[config.mk]
export PLATFORM = sky130hd
export DESIGN_NAME = dac_power_cal_ctrl
export DESIGN_NICKNAME = d
export VERILOG_FILES = /design/src/dac_ctrl_pkg.sv /design/src/dac_power_cal_ctrl.sv
export SDC_FILE = /design/constraint.sdc
export NUM_CORES = 1
export LEC_CHECK = 0
export BUFFER_PORTS_ARGS = -buffer_cell sky130_fd_sc_hd__buf_2
export CAP_MARGIN = 5
export CORE_MARGIN = 2
export CORE_UTILIZATION = 61
export DETAILED_ROUTE_END_ITERATION = 6
export PLACE_DENSITY = 0.81
export SLEW_MARGIN = 10
export SYNTH_ARGS = -nofsm -noshare
export SYNTH_HDL_FRONTEND = slang
export SYNTH_SLANG_ARGS = --single-unit
[constraint.sdc]
create_clock -name CLOCK -period 4.46 [get_ports CLOCK]
set_clock_uncertainty 0.15 [all_clocks]
set_input_delay 1.338 -clock CLOCK [delete_from_list [all_inputs] [get_ports CLOCK]]
set_output_delay 1.338 -clock CLOCK [all_outputs]
set_load 0.1 [all_outputs]
[src/dac_ctrl_pkg.sv]
// Constants, types and register map of the converter control block.
// Assumes a register port already decoded from the serial interface.
package dac_ctrl_pkg;

    // Register offsets
    localparam logic [7:0] OFS_PWR = 8'h00;
    localparam logic [7:0] OFS_CLK = 8'h02;
    localparam logic [7:0] OFS_DIV = 8'h0E;
    localparam logic [7:0] OFS_CAL = 8'h0F;
    localparam logic [7:0] OFS_IDX = 8'h10;
    localparam logic [7:0] OFS_VAL = 8'h11;

    // Field positions
    localparam int PWR_CLK_OFF_BIT = 1;
    localparam int PWR_SLEEP_BIT = 2;
    localparam int PWR_FULL_BIT = 3;
    localparam int CLK_CAL_EN_BIT = 0;
    localparam int CLK_DIFF_BIT = 2;
    localparam int CAL_RD_BIT = 2;
    localparam int CAL_WR_BIT = 3;
    localparam int CAL_START_BIT = 6;
    localparam int CAL_DONE_BIT = 7;

    // Writable bits per register, the rest read as zero apart from the calibration done bit
    localparam logic [7:0] PWR_MASK = 8'h0E;
    localparam logic [7:0] CLK_MASK = 8'h05;
    localparam logic [7:0] DIV_MASK = 8'h07;
    localparam logic [7:0] CAL_MASK = 8'h4C;
    localparam logic [7:0] REG_RESET = 8'h00;

    // Coefficient store
    localparam int NUM_COEF = 33;
    localparam logic [7:0] COEF_LAST = 8'h20;

    // Divider base: a select of n divides by 2 << n
    localparam logic [8:0] DIV_BASE = 9'h002;

    // Timing
    localparam int CLK_PERIOD_NS = 40;
    localparam int PD_TIME_NS = 50;
    localparam int WAKE_TIME_NS = 5000;
    localparam int PD_CYCLES = (PD_TIME_NS / CLK_PERIOD_NS < 1) ? 1 : PD_TIME_NS / CLK_PERIOD_NS;
    localparam int WAKE_CYCLES = (WAKE_TIME_NS + CLK_PERIOD_NS - 1) / CLK_PERIOD_NS;
    localparam int CAL_TICKS_DEF = 4500;

    typedef enum logic [2:0] {
        CAL_IDLE = 3'b001,
        CAL_RUN = 3'b010,
        CAL_DONE = 3'b100
    } cal_state_t;

    typedef struct packed {
        logic wr;
        logic rd;
        logic [7:0] addr;
        logic [7:0] wdata;
    } reg_req_t;

    typedef struct packed {
        logic current_on;
        logic bandgap_on;
        logic conv_clock_on;
        logic diff_rx_on;
    } analog_ctl_t;

endpackage

[src/dac_power_cal_ctrl.sv]
// Power-down, clock mode, self-calibration and coefficient store of a DAC.
// Assumes register requests arrive one per cycle, synchronous to CLOCK.
`timescale 1ns/10ps

// Summary of operation
// - Input data is captured on the rising clock edge.
// - In pin mode a high sleep pin turns off output current.
// - An undriven sleep pin reads low, so sleep is not entered.
// - Power-down completes within 50 ns; recovery takes about 5 us.
// - Serial power bits 1..3 select clock-off, sleep and full power-down.
// - A serial power-down function is active while its bit is one.
// - Full power-down turns off output current and bandgap.
// - Calibration clock is the DAC clock divided by 2 << select field.
// - Divider select occupies bits 2..0 of the divider register.
// - One calibration clock spans 2 to 256 DAC clocks.
// - Calibration clock runs only while its enable bit is set.
// - Writing 0x40 to calibration control starts a calibration.
// - A calibration takes about 4500 calibration clocks.
// - Bit 7 of calibration control reads one when done.
// - Thirty-three coefficients can be read and overwritten.
// - Read: set index, set read bit, read data, clear control.
// - Write: set write bit, write index and value, clear control.
// - Differential receiver is off in single-ended clock mode.
// - Clock control bit 2 selects differential clock in serial mode.
module dac_power_cal_ctrl #(
    parameter int DATA_W = 14,
    parameter int CAL_TICKS = dac_ctrl_pkg::CAL_TICKS_DEF
) (
    // Clock and reset
    input wire logic CLOCK,
    input wire logic RESET_N,
    // Register port
    input wire dac_ctrl_pkg::reg_req_t REG_REQ,
    output logic [7:0] REG_RDATA,
    output logic REG_RVALID,
    // Mode pins
    input wire logic SERIAL_MODE,
    input wire logic SLEEP_PIN,
    input wire logic SLEEP_PIN_DRIVEN,
    input wire logic CMODE_PIN,
    // Converter data
    input wire logic [DATA_W-1:0] DATA_IN,
    output logic [DATA_W-1:0] DAC_CODE,
    // Calibration front end
    input wire logic [7:0] CAL_MEAS,
    output logic CAL_TICK,
    output logic CAL_BUSY,
    // Analog controls
    output dac_ctrl_pkg::analog_ctl_t ANALOG_CTL,
    output logic POWER_READY
);
    import dac_ctrl_pkg::*;

    logic [7:0] pwr_r;
    logic [7:0] clkc_r;
    logic [7:0] div_r;
    logic [7:0] cal_r;
    logic [7:0] idx_r;
    logic [7:0] val_r;
    logic [7:0] coef_mem [NUM_COEF];
    cal_state_t state_r;
    cal_state_t state_nxt;
    logic [7:0] div_cnt_r;
    logic [12:0] tick_cnt_r;
    logic [7:0] wake_cnt_r;

    logic wr_pwr;
    logic wr_clk;
    logic wr_div;
    logic wr_cal;
    logic wr_idx;
    logic wr_val;
    logic cal_en;
    logic idx_ok;
    logic coef_rd_ok;
    logic coef_wr_ok;
    logic [8:0] div_n;
    logic div_wrap;
    logic cal_last;
    logic pin_sleep;
    logic current_off;
    logic [7:0] cal_rd;

    assign wr_pwr = REG_REQ.wr && REG_REQ.addr == OFS_PWR;
    assign wr_clk = REG_REQ.wr && REG_REQ.addr == OFS_CLK;
    assign wr_div = REG_REQ.wr && REG_REQ.addr == OFS_DIV;
    assign wr_cal = REG_REQ.wr && REG_REQ.addr == OFS_CAL;
    assign wr_idx = REG_REQ.wr && REG_REQ.addr == OFS_IDX;
    assign wr_val = REG_REQ.wr && REG_REQ.addr == OFS_VAL;

    assign cal_en = clkc_r[CLK_CAL_EN_BIT];
    assign idx_ok = idx_r <= COEF_LAST;
    assign coef_rd_ok = cal_en && cal_r[CAL_RD_BIT] && idx_ok;
    // Host writes are locked out while the engine owns the store
    assign coef_wr_ok = wr_val && cal_en && cal_r[CAL_WR_BIT] && idx_ok && state_r != CAL_RUN;

    // Register writes
    always_ff @(posedge CLOCK) begin
        if (!RESET_N) begin
            pwr_r <= REG_RESET;
            clkc_r <= REG_RESET;
            div_r <= REG_RESET;
            cal_r <= REG_RESET;
            idx_r <= REG_RESET;
            val_r <= REG_RESET;
        end else begin
            if (wr_pwr) begin
                pwr_r <= REG_REQ.wdata & PWR_MASK;
            end
            if (wr_clk) begin
                clkc_r <= REG_REQ.wdata & CLK_MASK;
            end
            if (wr_div) begin
                div_r <= REG_REQ.wdata & DIV_MASK;
            end
            if (wr_cal) begin
                cal_r <= REG_REQ.wdata & CAL_MASK;
            end
            if (wr_idx) begin
                idx_r <= REG_REQ.wdata;
            end
            if (wr_val) begin
                val_r <= REG_REQ.wdata;
            end
        end
    end

    // Calibration clock divider
    assign div_n = DIV_BASE << div_r[2:0];
    assign div_wrap = div_cnt_r == 8'(div_n - 9'h001);

    always_ff @(posedge CLOCK) begin
        if (!RESET_N) begin
            div_cnt_r <= 8'h00;
            CAL_TICK <= 1'b0;
        end else if (!cal_en) begin
            div_cnt_r <= 8'h00;
            CAL_TICK <= 1'b0;
        end else begin
            div_cnt_r <= div_wrap ? 8'h00 : div_cnt_r + 8'h01;
            CAL_TICK <= div_wrap;
        end
    end

    // Calibration sequencer
    assign cal_last = CAL_TICK && tick_cnt_r == 13'(CAL_TICKS - 1);

    always_comb begin
        state_nxt = state_r;
        case (state_r)
            CAL_IDLE: begin
                if (cal_r[CAL_START_BIT]) begin
                    state_nxt = CAL_RUN;
                end
            end
            CAL_RUN: begin
                // Completion wins over a clear arriving in the same cycle
                if (cal_last) begin
                    state_nxt = CAL_DONE;
                end else if (!cal_r[CAL_START_BIT]) begin
                    state_nxt = CAL_IDLE;
                end
            end
            CAL_DONE: begin
                if (wr_cal && !REG_REQ.wdata[CAL_START_BIT]) begin
                    state_nxt = CAL_IDLE;
                end else if (wr_cal) begin
                    state_nxt = CAL_RUN;
                end
            end
            default: begin
                state_nxt = CAL_IDLE;
            end
        endcase
    end

    always_ff @(posedge CLOCK) begin
        if (!RESET_N) begin
            state_r <= CAL_IDLE;
            CAL_BUSY <= 1'b0;
        end else begin
            state_r <= state_nxt;
            CAL_BUSY <= state_nxt == CAL_RUN;
        end
    end

    always_ff @(posedge CLOCK) begin
        if (!RESET_N) begin
            tick_cnt_r <= 13'h0000;
        end else if (state_r != CAL_RUN) begin
            tick_cnt_r <= 13'h0000;
        end else if (CAL_TICK) begin
            tick_cnt_r <= tick_cnt_r + 13'h0001;
        end
    end

    // Coefficient store: engine fills it early in a run, host may overwrite later
    always_ff @(posedge CLOCK) begin
        if (state_r == CAL_RUN && CAL_TICK && tick_cnt_r < 13'(NUM_COEF)) begin
            coef_mem[tick_cnt_r[5:0]] <= CAL_MEAS;
        end else if (coef_wr_ok) begin
            coef_mem[idx_r[5:0]] <= REG_REQ.wdata;
        end
    end

    // Register reads, answered one cycle after the request
    assign cal_rd = cal_r | {state_r == CAL_DONE, 7'h00};

    always_ff @(posedge CLOCK) begin
        if (!RESET_N) begin
            REG_RDATA <= 8'h00;
            REG_RVALID <= 1'b0;
        end else begin
            REG_RVALID <= REG_REQ.rd;
            if (REG_REQ.rd) begin
                case (REG_REQ.addr)
                    OFS_PWR: REG_RDATA <= pwr_r;
                    OFS_CLK: REG_RDATA <= clkc_r;
                    OFS_DIV: REG_RDATA <= div_r;
                    OFS_CAL: REG_RDATA <= cal_rd;
                    OFS_IDX: REG_RDATA <= idx_r;
                    OFS_VAL: REG_RDATA <= coef_rd_ok ? coef_mem[idx_r[5:0]] : val_r;
                    default: REG_RDATA <= 8'h00;
                endcase
            end
        end
    end

    // Power control
    // An undriven pin is forced low, standing in for the on-chip pull-down
    assign pin_sleep = !SERIAL_MODE && SLEEP_PIN && SLEEP_PIN_DRIVEN;
    assign current_off = pin_sleep
        || (SERIAL_MODE && (pwr_r[PWR_SLEEP_BIT] || pwr_r[PWR_FULL_BIT]));

    always_ff @(posedge CLOCK) begin
        if (!RESET_N) begin
            ANALOG_CTL <= '0;
        end else begin
            ANALOG_CTL.current_on <= !current_off;
            ANALOG_CTL.bandgap_on <= !(SERIAL_MODE && pwr_r[PWR_FULL_BIT]);
            ANALOG_CTL.conv_clock_on <= !(SERIAL_MODE && pwr_r[PWR_CLK_OFF_BIT]);
            ANALOG_CTL.diff_rx_on <= SERIAL_MODE ? clkc_r[CLK_DIFF_BIT] : CMODE_PIN;
        end
    end

    // Recovery timer: full operation only after the wake time has elapsed
    always_ff @(posedge CLOCK) begin
        if (!RESET_N) begin
            wake_cnt_r <= 8'(WAKE_CYCLES);
            POWER_READY <= 1'b0;
        end else if (current_off) begin
            wake_cnt_r <= 8'(WAKE_CYCLES);
            POWER_READY <= 1'b0;
        end else if (wake_cnt_r != 8'h00) begin
            wake_cnt_r <= wake_cnt_r - 8'h01;
            POWER_READY <= 1'b0;
        end else begin
            POWER_READY <= 1'b1;
        end
    end

    // Data capture, frozen while the converter clock is off
    always_ff @(posedge CLOCK) begin
        if (!RESET_N) begin
            DAC_CODE <= '0;
        end else if (ANALOG_CTL.conv_clock_on) begin
            DAC_CODE <= DATA_IN;
        end
    end

    // Helper: cycles since output current was last off
    logic [7:0] on_age_h;
    always_ff @(posedge CLOCK) begin
        if (!RESET_N || current_off) begin
            on_age_h <= 8'h00;
        end else if (on_age_h != 8'hFF) begin
            on_age_h <= on_age_h + 8'h01;
        end
    end

    property p_capture;
        @(posedge CLOCK) disable iff (!RESET_N)
        ANALOG_CTL.conv_clock_on |=> DAC_CODE == $past(DATA_IN);
    endproperty
    a_capture: assert property (p_capture) else $error("data not captured");

    property p_pin_sleep;
        @(posedge CLOCK) disable iff (!RESET_N)
        pin_sleep |-> ##1 !ANALOG_CTL.current_on;
    endproperty
    a_pin_sleep: assert property (p_pin_sleep) else $error("pin sleep ignored");

    property p_pulldown;
        @(posedge CLOCK) disable iff (!RESET_N)
        (!SERIAL_MODE && !SLEEP_PIN_DRIVEN) |=> ANALOG_CTL.current_on;
    endproperty
    a_pulldown: assert property (p_pulldown) else $error("floating pin slept");

    property p_wake;
        @(posedge CLOCK) disable iff (!RESET_N)
        POWER_READY |-> on_age_h > 8'(WAKE_CYCLES);
    endproperty
    a_wake: assert property (p_wake) else $error("ready too early");

    property p_full_pd;
        @(posedge CLOCK) disable iff (!RESET_N)
        (SERIAL_MODE && pwr_r[PWR_FULL_BIT]) |=> !ANALOG_CTL.bandgap_on && !ANALOG_CTL.current_on;
    endproperty
    a_full_pd: assert property (p_full_pd) else $error("full power-down late");

    property p_tick;
        @(posedge CLOCK) disable iff (!RESET_N)
        CAL_TICK |-> $past(cal_en) ##1 !CAL_TICK;
    endproperty
    a_tick: assert property (p_tick) else $error("bad calibration tick");

    property p_start;
        @(posedge CLOCK) disable iff (!RESET_N)
        (state_r == CAL_IDLE && wr_cal && REG_REQ.wdata[CAL_START_BIT]) |=> ##1 CAL_BUSY;
    endproperty
    a_start: assert property (p_start) else $error("start not taken");

    property p_done_low;
        @(posedge CLOCK) disable iff (!RESET_N)
        (REG_REQ.rd && REG_REQ.addr == OFS_CAL && state_r != CAL_DONE) |=> !REG_RDATA[CAL_DONE_BIT];
    endproperty
    a_done_low: assert property (p_done_low) else $error("done shown early");

    property p_coef_wr;
        @(posedge CLOCK) disable iff (!RESET_N)
        coef_wr_ok |=> coef_mem[$past(idx_r[5:0])] == $past(REG_REQ.wdata);
    endproperty
    a_coef_wr: assert property (p_coef_wr) else $error("coefficient not stored");

    property p_diff;
        @(posedge CLOCK) disable iff (!RESET_N)
        (SERIAL_MODE && !clkc_r[CLK_DIFF_BIT]) |=> !ANALOG_CTL.diff_rx_on;
    endproperty
    a_diff: assert property (p_diff) else $error("receiver left on");

endmodule

==> results.sh, run 1 <==
export IMPL_cp_arrival_ns=3.72
export IMPL_rr_worst_depth=6
export IMPL_drc=0
export IMPL_ys_flop_type="edfxtp_1"
export IMPL_core_mm2=0.0242
export IMPL_slowest_delay_ns=0.64
export IMPL_postCtsSetupBuffers=0
export IMPL_track_usage_pct=28.7
export IMPL_ir_drop_uv=321
export IMPL_initial_core_util_pct=62.1
export IMPL_hold_path_class="flip-flop to flip-flop"
export IMPL_r2r_start="state_r[0]"
export IMPL_die_y_um=161
export IMPL_drt_antenna_violating_nets=0
export IMPL_fill_cells=1624
export IMPL_cp_top_family="simple AND/OR/NAND/NOR gates"
export IMPL_drt_iter0_drc=1183
export IMPL_grt_pass1_wl_mm=55.6
export IMPL_clk_insertion_delay_late_ns=0.52
export IMPL_finalSetupViolCount=0
export IMPL_syn_nets=1102
export IMPL_place_area_mm2=0.0158
export IMPL_cp_required_ns=4.46
export IMPL_post_drt_wl_per_cell_um=24.5
export IMPL_min_period_ns=3.72
export IMPL_cp_endpoint="coef_mem[28][3]"
export IMPL_finalMaxSlewViolations=0
export IMPL_avgSynthCellArea_um2=14.3
export IMPL_cts_buffers=37
export IMPL_p_switching_mw=1.46
export IMPL_r2r_slack_ns=1.19
export IMPL_grt_ovfl_total=0
export IMPL_place_congestion=0.955
export IMPL_post_route_period_util_pct=83.4
export IMPL_layout_drive_gt1_share_pct=21.0
export IMPL_worst_path_buf_inv=1
export IMPL_num_rows=57
export IMPL_vias=9552
export IMPL_p_seq_share_pct=50.9
export IMPL_grt_max_degree=61
export IMPL_max_freq_mhz=269
export IMPL_dpl_hpwl_mm=24.0
export IMPL_synth_edf_count=264
export IMPL_path_depth=7
export IMPL_syn_area_mm2=0.0150
export IMPL_p_leak_nw=5.62
export IMPL_fin_tns_setup_ns=0
export IMPL_path_cells="buf_2, nor3_1, nand3_2, or4_4, nor2_4, a32oi_2, nor2_1"
export IMPL_cell_internal_pwr_mw=5.62
export IMPL_ys_ff_latch=359
export IMPL_antenna_found_initial=0
export IMPL_switching_share_pct=20.6
export IMPL_synth_seq_area_share_pct=65.3
export IMPL_ctsHoldBuffers=0
export IMPL_status="finished, final reports clean"
export IMPL_finalHoldViolations=0
export IMPL_worstPathMaxFanout=8
export IMPL_rsz0062_at_grt="false"
export IMPL_critPathCaptureType="flip-flop"
export IMPL_ys_types=72
export IMPL_io_buffers=75
export IMPL_dieArea_mm2=0.0259
export IMPL_power_density_mw_per_mm2=414
export IMPL_fin_area_mm2=0.0171
export IMPL_cts_resized=0
export IMPL_clkPwrFrac_pct=45.9
export IMPL_syn_to_final_growth_pct=13.6
export IMPL_first_pass_iters=6
export IMPL_start_kind="primary input"
export IMPL_synth_warnings=0
export IMPL_maxSlewHeadroom_pct=21.3
export IMPL_path_clk_slew_ns=0.06
export IMPL_cts_sinks=359
export IMPL_die_w_um=161
export IMPL_cts_root_buf="clkbuf_16"
export IMPL_timing_rr_end="coef_mem[18][3]"
export IMPL_criticalPathCategory="primary input to flip-flop"
export IMPL_worst_pin_slew_ns=1.17
export IMPL_num_antenna_cells=0
export IMPL_postSynth_asyncResetShare_pct=0
export IMPL_top_level_ports=76
export IMPL_wirelength_mm=36.5
export IMPL_finalPower_mw=7.07
export IMPL_combPwrFrac_pct=3.2
export IMPL_clock_path_buffers=3
export IMPL_startpoint="REG_REQ[13]"
export IMPL_layout_nets=1193
export IMPL_viasPerCell=6.40
export IMPL_critPathSlowestCell="nor2_1"
export IMPL_cts_tree="yes"
export IMPL_synthCells=1051
export IMPL_grt_pass1_vias=9283
export IMPL_maxCapViolCount=0
export IMPL_cts_htree_levels=2
-- per-stage QoR --
step	setup slack (ns)	hold slack [ns]	utilization [%]	instances
finish	0.740	0.328	70.5	1493
global route	0.588	0.360	70.5	1493
CTS	0.767	0.327	70.5	1493
detailed placement	0.240	0.311	65.2	1427
global placement	0.329	0.306	65.2	1427
floorplan	0.829	0.285	-	1051
-- flip-flops by register name (all words and copies together) (netlist names), 2 cells and up, named ones only --
name	flops
cal_r	3
div_cnt_r	8
clkc_r	2
coef_mem	264
wake_cnt_r	8
tick_cnt_r	13
REG_RDATA	8
DAC_CODE	14
div_r	3
pwr_r	3
ANALOG_CTL	4
val_r	8
idx_r	8
state_r	3
-- power by group through the flow --
stage / Combinational, mW / Sequential, mW / Clock [mW]
floorplan: 0.0722 / 3.74 / 0
global placement: 0.222 / 3.67 / 0
detailed placement: 0.226 / 3.67 / 0
CTS: 0.226 / 3.60 / 3.26
global route: 0.239 / 3.60 / 3.39
finish: 0.226 / 3.60 / 3.25
-- worst reg2reg max path, stage by stage (launching register included) --
cell and delay [ns]:
dfxtp_1 0.34, nand2b_1 0.19, nor2_1 0.43, nand4_1 0.27, nor2_1 0.40, a31oi_1 0.48
nor2_1 0.66
-- worst min path at each step --
stage / start / to / slack, ns / cells past startpoint
after global routing: div_cnt_r[0] / div_cnt_r[0] / 0.36 / 1
after floorplan: state_r[0] / state_r[2] / 0.29 / 1
after CTS: val_r[3] / val_r[3] / 0.33 / 2
after detailed placement: val_r[5] / val_r[5] / 0.31 / 2
final: val_r[3] / val_r[3] / 0.33 / 2
after global placement: val_r[3] / val_r[3] / 0.31 / 2
-- cells by family (layout without fill, tap and decap cells) --
group,after synthesis,count (layout),share of synthesized area (%)
DFF,359,359,65.3
and+or+nand+nor,328,328,11.5
muxes,134,134,13.0
adders and majority gates,5,5,0.416
xor gates and xnor gates,26,26,1.51
AOI/OAI and AO/OA,132,132,6.10
buffers and inverters,67,185,2.15
-- cell usage in the layout (no fill, tap or decap), types with 14 or more instances in the layout --
master     count
nor2_1        82
buf_4         29
nand2_1       71
nand3_1       26
dfxtp_1       92
clkbuf_16     39
a21oi_1       31
mux2i_1       70
mux2_2        17
nand4_1       14
a21boi_0      20
nor2b_1       41
edfxtp_1     264
o21ai_0       20
buf_2         75
mux4_2        47
nor3_1        17
-- Yosys cell counts (10+ instances only) --
| master | number | area [µm²] |
|---|---|---|
| buf_4 | 10 | 75.1 |
| a21oi_1 | 31 | 155 |
| xnor2_1 | 13 | 114 |
| nand2_1 | 71 | 267 |
| a21boi_0 | 20 | 150 |
| inv_1 | 13 | 48.8 |
| mux2i_1 | 70 | 701 |
| mux2_2 | 17 | 191 |
| nand3_1 | 26 | 130 |
| nand4_1 | 14 | 87.6 |
| a22oi_1 | 13 | 97.6 |
| edfxtp_1 | 264 | 7930 |
| xor2_1 | 13 | 114 |
| and3_1 | 11 | 68.8 |
| dfxtp_1 | 95 | 1900 |
| nor2b_1 | 41 | 257 |
| mux4_2 | 47 | 1060 |
| nor2_1 | 82 | 308 |
| o21ai_0 | 21 | 105 |
| buf_2 | 15 | 75.1 |
| clkbuf_1 | 25 | 93.8 |
| nor3_1 | 17 | 85.1 |
-- per-layer routing --
metal	part of all wire [%]	GRT usage (%)	up-vias	wire, µm
li1	-	-	4193	-
met1	40	39.9	4671	14500
met2	46	44.7	586	16600
met3	11	5.93	102	3840
met4	4.3	12.2	0	1570
met5	0	0	-	0
-- cell type report --
class | count | area [µm²] | share of cell area [%]
multi-input cells | 625 | 4890 | 28.6
well taps | 324 | 405 | 2.37
repair buffers | 106 | 633 | 3.70
inverters | 13 | 48.8 | 0.285
flip-flops and latches | 359 | 9840 | 57.5
clock buffers | 45 | 1020 | 5.96
clock inverters | 21 | 259 | 1.52
No activity file was read; power rests on OpenSTA's default activity.
==> inputs of run 2 (changes only) <==
--- a/config.mk
+++ b/config.mk
@@ -8,9 +8,9 @@
 export BUFFER_PORTS_ARGS = -buffer_cell sky130_fd_sc_hd__buf_2
 export CAP_MARGIN = 5
 export CORE_MARGIN = 2
-export CORE_UTILIZATION = 61
+export CORE_UTILIZATION = 55
 export DETAILED_ROUTE_END_ITERATION = 6
-export PLACE_DENSITY = 0.81
+export PLACE_DENSITY = 0.78
 export SLEW_MARGIN = 10
 export SYNTH_ARGS = -nofsm -noshare
 export SYNTH_HDL_FRONTEND = slang
==> constraint.sdc (replaced) <==
create_clock -name CLOCK -period 3 [get_ports CLOCK]
set_clock_uncertainty 0.15 [all_clocks]
set_input_delay 0.9 -clock CLOCK [delete_from_list [all_inputs] [get_ports CLOCK]]
set_output_delay 0.9 -clock CLOCK [all_outputs]
set_load 0.1 [all_outputs]
==> run 2 against run 1 <==
Effect of this change:
- clock power rose by 41%
- critical endpoint is now REG_RDATA[3]
- sequential share of layout area shrank 2.8 points
- non-clock buffer count rose by 59
- critical path depth stayed put
- highest routed layer unchanged
- combinational power up 64%
- first-iteration DRC count unchanged
- setup slack got worse by 0.68 ns
- core utilization down 3.7 points
==> results.sh, run 2 (synthesis gave the netlist of run 1 again) <==
export IMPL_status="finished, final reports clean"
export IMPL_first_pass_iters=6
export IMPL_viasPerCell=6.27
export IMPL_io_buffers=75
export IMPL_critPathCaptureType="flip-flop"
export IMPL_worst_pin_slew_ns=1.01
export IMPL_grt_pass1_vias=9634
export IMPL_fin_area_mm2=0.0180
export IMPL_num_rows=60
export IMPL_path_clk_slew_ns=0.06
export IMPL_finalPower_mw=10.3
export IMPL_cp_arrival_ns=3.17
export IMPL_cts_buffers=37
export IMPL_finalHoldViolations=0
export IMPL_mostFrequentLayoutCell="edfxtp_1"
export IMPL_wirelength_mm=38.8
export IMPL_top_level_ports=76
export IMPL_cts_tree="yes"
export IMPL_vias=9857
export IMPL_finalSetupViolCount=0
export IMPL_drt_antenna_violating_nets=0
export IMPL_drt_iter0_drc=1183
export IMPL_maxCapViolCount=0
export IMPL_finalMaxSlewViolations=0
export IMPL_syn_to_final_growth_pct=19.3
export IMPL_start_kind="flip-flop"
export IMPL_layout_nets=1252
export IMPL_fin_tns_setup_ns=0
export IMPL_grt_pass1_wl_mm=58.2
export IMPL_worst_path_buf_inv=1
export IMPL_rsz0062_at_grt="false"
export IMPL_place_congestion=0.882
export IMPL_p_leak_nw=5.94
export IMPL_fin_ws_ns=0.0646
export IMPL_drc=0
export IMPL_p_seq_share_pct=52.0
export IMPL_cp_top_family="compound AO/OA/AOI/OAI gates"
export IMPL_ir_drop_uv=803
export IMPL_max_freq_mhz=341
export IMPL_numPlacedInstances=1501
export IMPL_dieArea_mm2=0.0287
export IMPL_core_mm2=0.0269
export IMPL_post_drt_wl_per_cell_um=24.7
export IMPL_critPathSlowestCell="a211oi_1"
export IMPL_p_switching_mw=2.13
export IMPL_dpl_hpwl_mm=25.8
export IMPL_maxSlewHeadroom_pct=32.7
export IMPL_combPwrFrac_pct=3.6
export IMPL_grt_ovfl_total=0
export IMPL_min_period_ns=2.94
export IMPL_largest_reg_flops=264
export IMPL_worstPathMaxFanout=18
export IMPL_fill_cells=1798
export IMPL_cts_sinks=359
export IMPL_cts_htree_levels=2
export IMPL_track_usage_pct=27.3
export IMPL_pre_cts_ws_ns=-0.497
export IMPL_post_route_period_util_pct=97.8
export IMPL_criticalPathCategory="flip-flop to flip-flop"
export IMPL_clock_path_buffers=3
export IMPL_holdWs_ns=0.320
export IMPL_slowest_delay_ns=0.63
export IMPL_switching_share_pct=20.7
export IMPL_place_area_mm2=0.0167
export IMPL_grt_max_degree=45
export IMPL_path_cells="buf_4, mux4_2, nor2b_1, a211oi_1, nor3_1, o21ai_0, a31oi_1"
export IMPL_multi_input_area_mm2=0.00518
export IMPL_die_y_um=169
export IMPL_power_density_mw_per_mm2=573
export IMPL_final_cell_mix="edfxtp_1 (264), dfxtp_1 (92), buf_2 (75)"
export IMPL_cts_root_buf="clkbuf_16"
export IMPL_clkPwrFrac_pct=44.4
export IMPL_initial_core_util_pct=56.0
export IMPL_die_w_um=169
export IMPL_cell_internal_pwr_mw=8.16
export IMPL_finish_utilization_pct=66.8
export IMPL_clk_insertion_delay_late_ns=0.52
export IMPL_layout_drive_gt1_share_pct=27.5
export IMPL_hold_path_class="flip-flop to flip-flop"
export IMPL_fin_cells=1571
export IMPL_antenna_found_initial=0
export IMPL_cp_required_ns=3.24
export IMPL_ff_latch_area_mm2=0.00984
export IMPL_ctsHoldBuffers=0
run 2: cell count changes in the layout (fill, tap and decap cells not counted), sizes merged, moves of 2 or more:
cell / change
bufinv: -2
clkbuf: +2
clkinvlp: -2
buf: +59
clkinv: +2
run 2: path summary, 6_finish.rpt:
| check | slack [ns] | cells past startpoint | startpoint | end |
|---|---|---|---|---|
| worst max register to register | 0.06 | 7 | flip-flop | REG_RDATA[3] |
| worst min-delay path | 0.32 | 2 | val_r[7] | val_r[7] |
| worst min register to register | 0.32 | 2 | val_r[7] | val_r[7] |
| worst max-delay path | 0.06 | 7 | flip-flop | REG_RDATA[3] |
run 2: timing repair:
| item | in CTS | in global routing |
|---|---|---|
| setup endpoints to repair | 0 | 21 |
| buffers inserted | 0 | 2 |
| resized for setup | 0 | 1 |
run 2: worst register-to-register path: cells and delay by family, from the launching register on:
family / cells / cell delay, ns
AOI/OAI and AO/OA: 3 / 0.99
muxes: 1 / 0.54
and+or+nand+nor: 2 / 0.29
buffers and inverters: 1 / 0.26
DFF: 1 / 0.58
run 2: per-layer routing:
metal,global-route usage (%),part of all wire [%],vias to the layer above
met5,0,0,-
met2,44.4,48,557
li1,-,-,4329
met1,36.5,39,4857
met3,6.34,9.6,114
met4,9.33,3.6,0
run 2: power groups by stage:
stage | combinational [mW] | sequential, mW | clock, mW
floorplan | 0.108 | 5.56 | 0
global placement | 0.362 | 5.45 | 0
detailed placement | 0.369 | 5.46 | 0
CTS | 0.370 | 5.35 | 4.61
global route | 0.387 | 5.35 | 4.78
finish | 0.371 | 5.35 | 4.57
run 2: cell type report:
class | instances | share of cell area, %
clock inverter | 20 | 1.09
timing repair buffer | 165 | 7.04
inverter | 13 | 0.272
clock buffer | 47 | 5.60
sequential | 359 | 54.8
antenna | 1 | 0.0139
tap | 341 | 2.38
multi-input combinational | 625 | 28.8
==> inputs of run 3 (changes only) <==
--- a/config.mk
+++ b/config.mk
@@ -11,6 +11,7 @@
 export CORE_UTILIZATION = 55
 export DETAILED_ROUTE_END_ITERATION = 6
 export PLACE_DENSITY = 0.78
+export REMOVE_ABC_BUFFERS = 1
 export SLEW_MARGIN = 10
 export SYNTH_ARGS = -nofsm -noshare
 export SYNTH_HDL_FRONTEND = slang
==> run 3 against run 2 <==
Effect of this change:
- sequential power about the same
- combinational power increased by 2%
- non-clock buffer count increased by 24
- count of clock-buffer cells in the layout increased by 3
- critical endpoint is now coef_mem[25][4]
- final cell count increased by 1.3%
- first-iteration DRC count increased by 10%
- die area unchanged
- routed wire length decreased by 2.4%
- total power decreased by 2.3%
- largest cell class unchanged
==> results.sh, run 3 (synthesis gave the netlist of run 1 again) <==
export IMPL_cp_arrival_ns=3.01
export IMPL_core_mm2=0.0269
export IMPL_criticalPathCategory="primary input to flip-flop"
export IMPL_power_density_mw_per_mm2=567
export IMPL_layout_drive_gt1_share_pct=26.2
export IMPL_cts_root_buf="clkbuf_16"
export IMPL_syn_to_final_growth_pct=17.9
export IMPL_grt_pass1_wl_mm=56.6
export IMPL_mostFrequentLayoutCell="edfxtp_1"
export IMPL_cts_sinks=359
export IMPL_finish_utilization_pct=66.0
export IMPL_largest_reg_flops=264
export IMPL_fin_area_mm2=0.0177
export IMPL_ir_drop_uv=448
export IMPL_dieArea_mm2=0.0287
export IMPL_critPathCaptureType="flip-flop"
export IMPL_finalMaxSlewViolations=0
export IMPL_rsz0062_at_grt="false"
export IMPL_layout_nets=1276
export IMPL_clk_insertion_delay_late_ns=0.53
export IMPL_dpl_hpwl_mm=25.0
export IMPL_place_congestion=0.910
export IMPL_cts_tree="yes"
export IMPL_viasPerCell=6.16
export IMPL_min_period_ns=2.92
export IMPL_maxCapViolCount=0
export IMPL_num_rows=60
export IMPL_status="finished, final reports clean"
export IMPL_final_cell_mix="edfxtp_1 (264), buf_4 (103), dfxtp_1 (92)"
export IMPL_grt_ovfl_total=0
export IMPL_start_kind="primary input"
export IMPL_p_leak_nw=6.03
export IMPL_path_clk_slew_ns=0.06
export IMPL_io_buffers=75
export IMPL_finalSetupViolCount=0
export IMPL_cts_buffers=37
export IMPL_post_drt_wl_per_cell_um=23.8
export IMPL_drc=0
export IMPL_drt_antenna_violating_nets=0
export IMPL_track_usage_pct=26.6
export IMPL_max_freq_mhz=342
export IMPL_cp_required_ns=3.08
export IMPL_grt_max_degree=60
export IMPL_grt_pass1_vias=9452
export IMPL_first_pass_iters=5
export IMPL_place_area_mm2=0.0166
export IMPL_drt_iter0_drc=1305
export IMPL_hold_path_class="flip-flop to flip-flop"
export IMPL_cts_htree_levels=2
export IMPL_worstPathMaxFanout=8
export IMPL_num_antenna_cells=0
export IMPL_die_y_um=169
export IMPL_vias=9805
export IMPL_initial_core_util_pct=56.0
export IMPL_worst_pin_slew_ns=0.848
export IMPL_maxSlewHeadroom_pct=43.4
export IMPL_die_w_um=169
export IMPL_post_route_period_util_pct=97.5
export IMPL_wirelength_mm=37.8
export IMPL_antenna_found_initial=0
export IMPL_clock_path_buffers=3
export IMPL_top_level_ports=76
export IMPL_postCtsSetupBuffers=0
export IMPL_finalHoldViolations=0
## run 3: changes by cell type in the layout (fill, tap and decap cells not counted), sizes merged
cell | before | now
bufinv | 4 | 0
clkinv | 14 | 11
clkinvlp | 0 | 2
diode | 1 | 0
clkbuf | 47 | 50
buf | 165 | 189
## run 3: final timing paths
path	startpoint	end	slack [ns]	depth (start not counted)
hold / removal	val_r[4]	val_r[4]	0.31	2
setup reg to reg	flip-flop	REG_RDATA[5]	0.11	8
hold reg to reg	val_r[4]	val_r[4]	0.31	2
setup / recovery	REG_REQ[9]	coef_mem[25][4]	0.08	8
## run 3: timing repair
action                     CTS  global route
hold endpoints to repair     0             0
hold buffers                 0             0
setup endpoints to repair    0            23
gates resized for setup      0             2
## run 3: critical path: stages
cell,delay (ns)
buf_2,0.12
nor4b_4,0.36
nand3_2,0.14
or4_4,0.59
nor2_4,0.14
a32oi_2,0.30
nor2_1,0.26
buf_4,0.19
## run 3: final cells by class
class	instances	area, µm²
Tap cell	341	427
Clock buffer	50	1060
Inverter	13	48.8
Multi-Input combinational cell	625	4900
Timing Repair Buffer	189	1370
Clock inverter	15	88.8
Sequential cell	359	9840
Fill cell	1859	9140
## run 3: where the power goes
part,switching (mW),internal [mW]
logic,0.271,0.108
clock network,1.84,2.49
registers,0.0129,5.34
## run 3: layer usage
metal  up-vias  GRT usage [%]  part of all wire [%]
li1       4365              -                     -
met1      4731           36.6                    40
met2       604           42.5                    46
met3       105           5.22                   9.9
met4         0           9.85                   3.9
met5         -              0                     0
## run 3: through the flow
step	std cells	power (mW)	setup TNS, ns	setup WS [ns]	hold slack [ns]
floorplan	997	5.66	-153.67	-0.665	0.285
global placement	1527	5.83	-105.88	-0.347	0.300
detailed placement	1527	5.83	-136.10	-0.404	0.305
CTS	1592	10.1	0	0.121	0.313
global route	1592	10.3	0	0.000820	0.336
finish	1592	10.1	0	0.0752	0.309
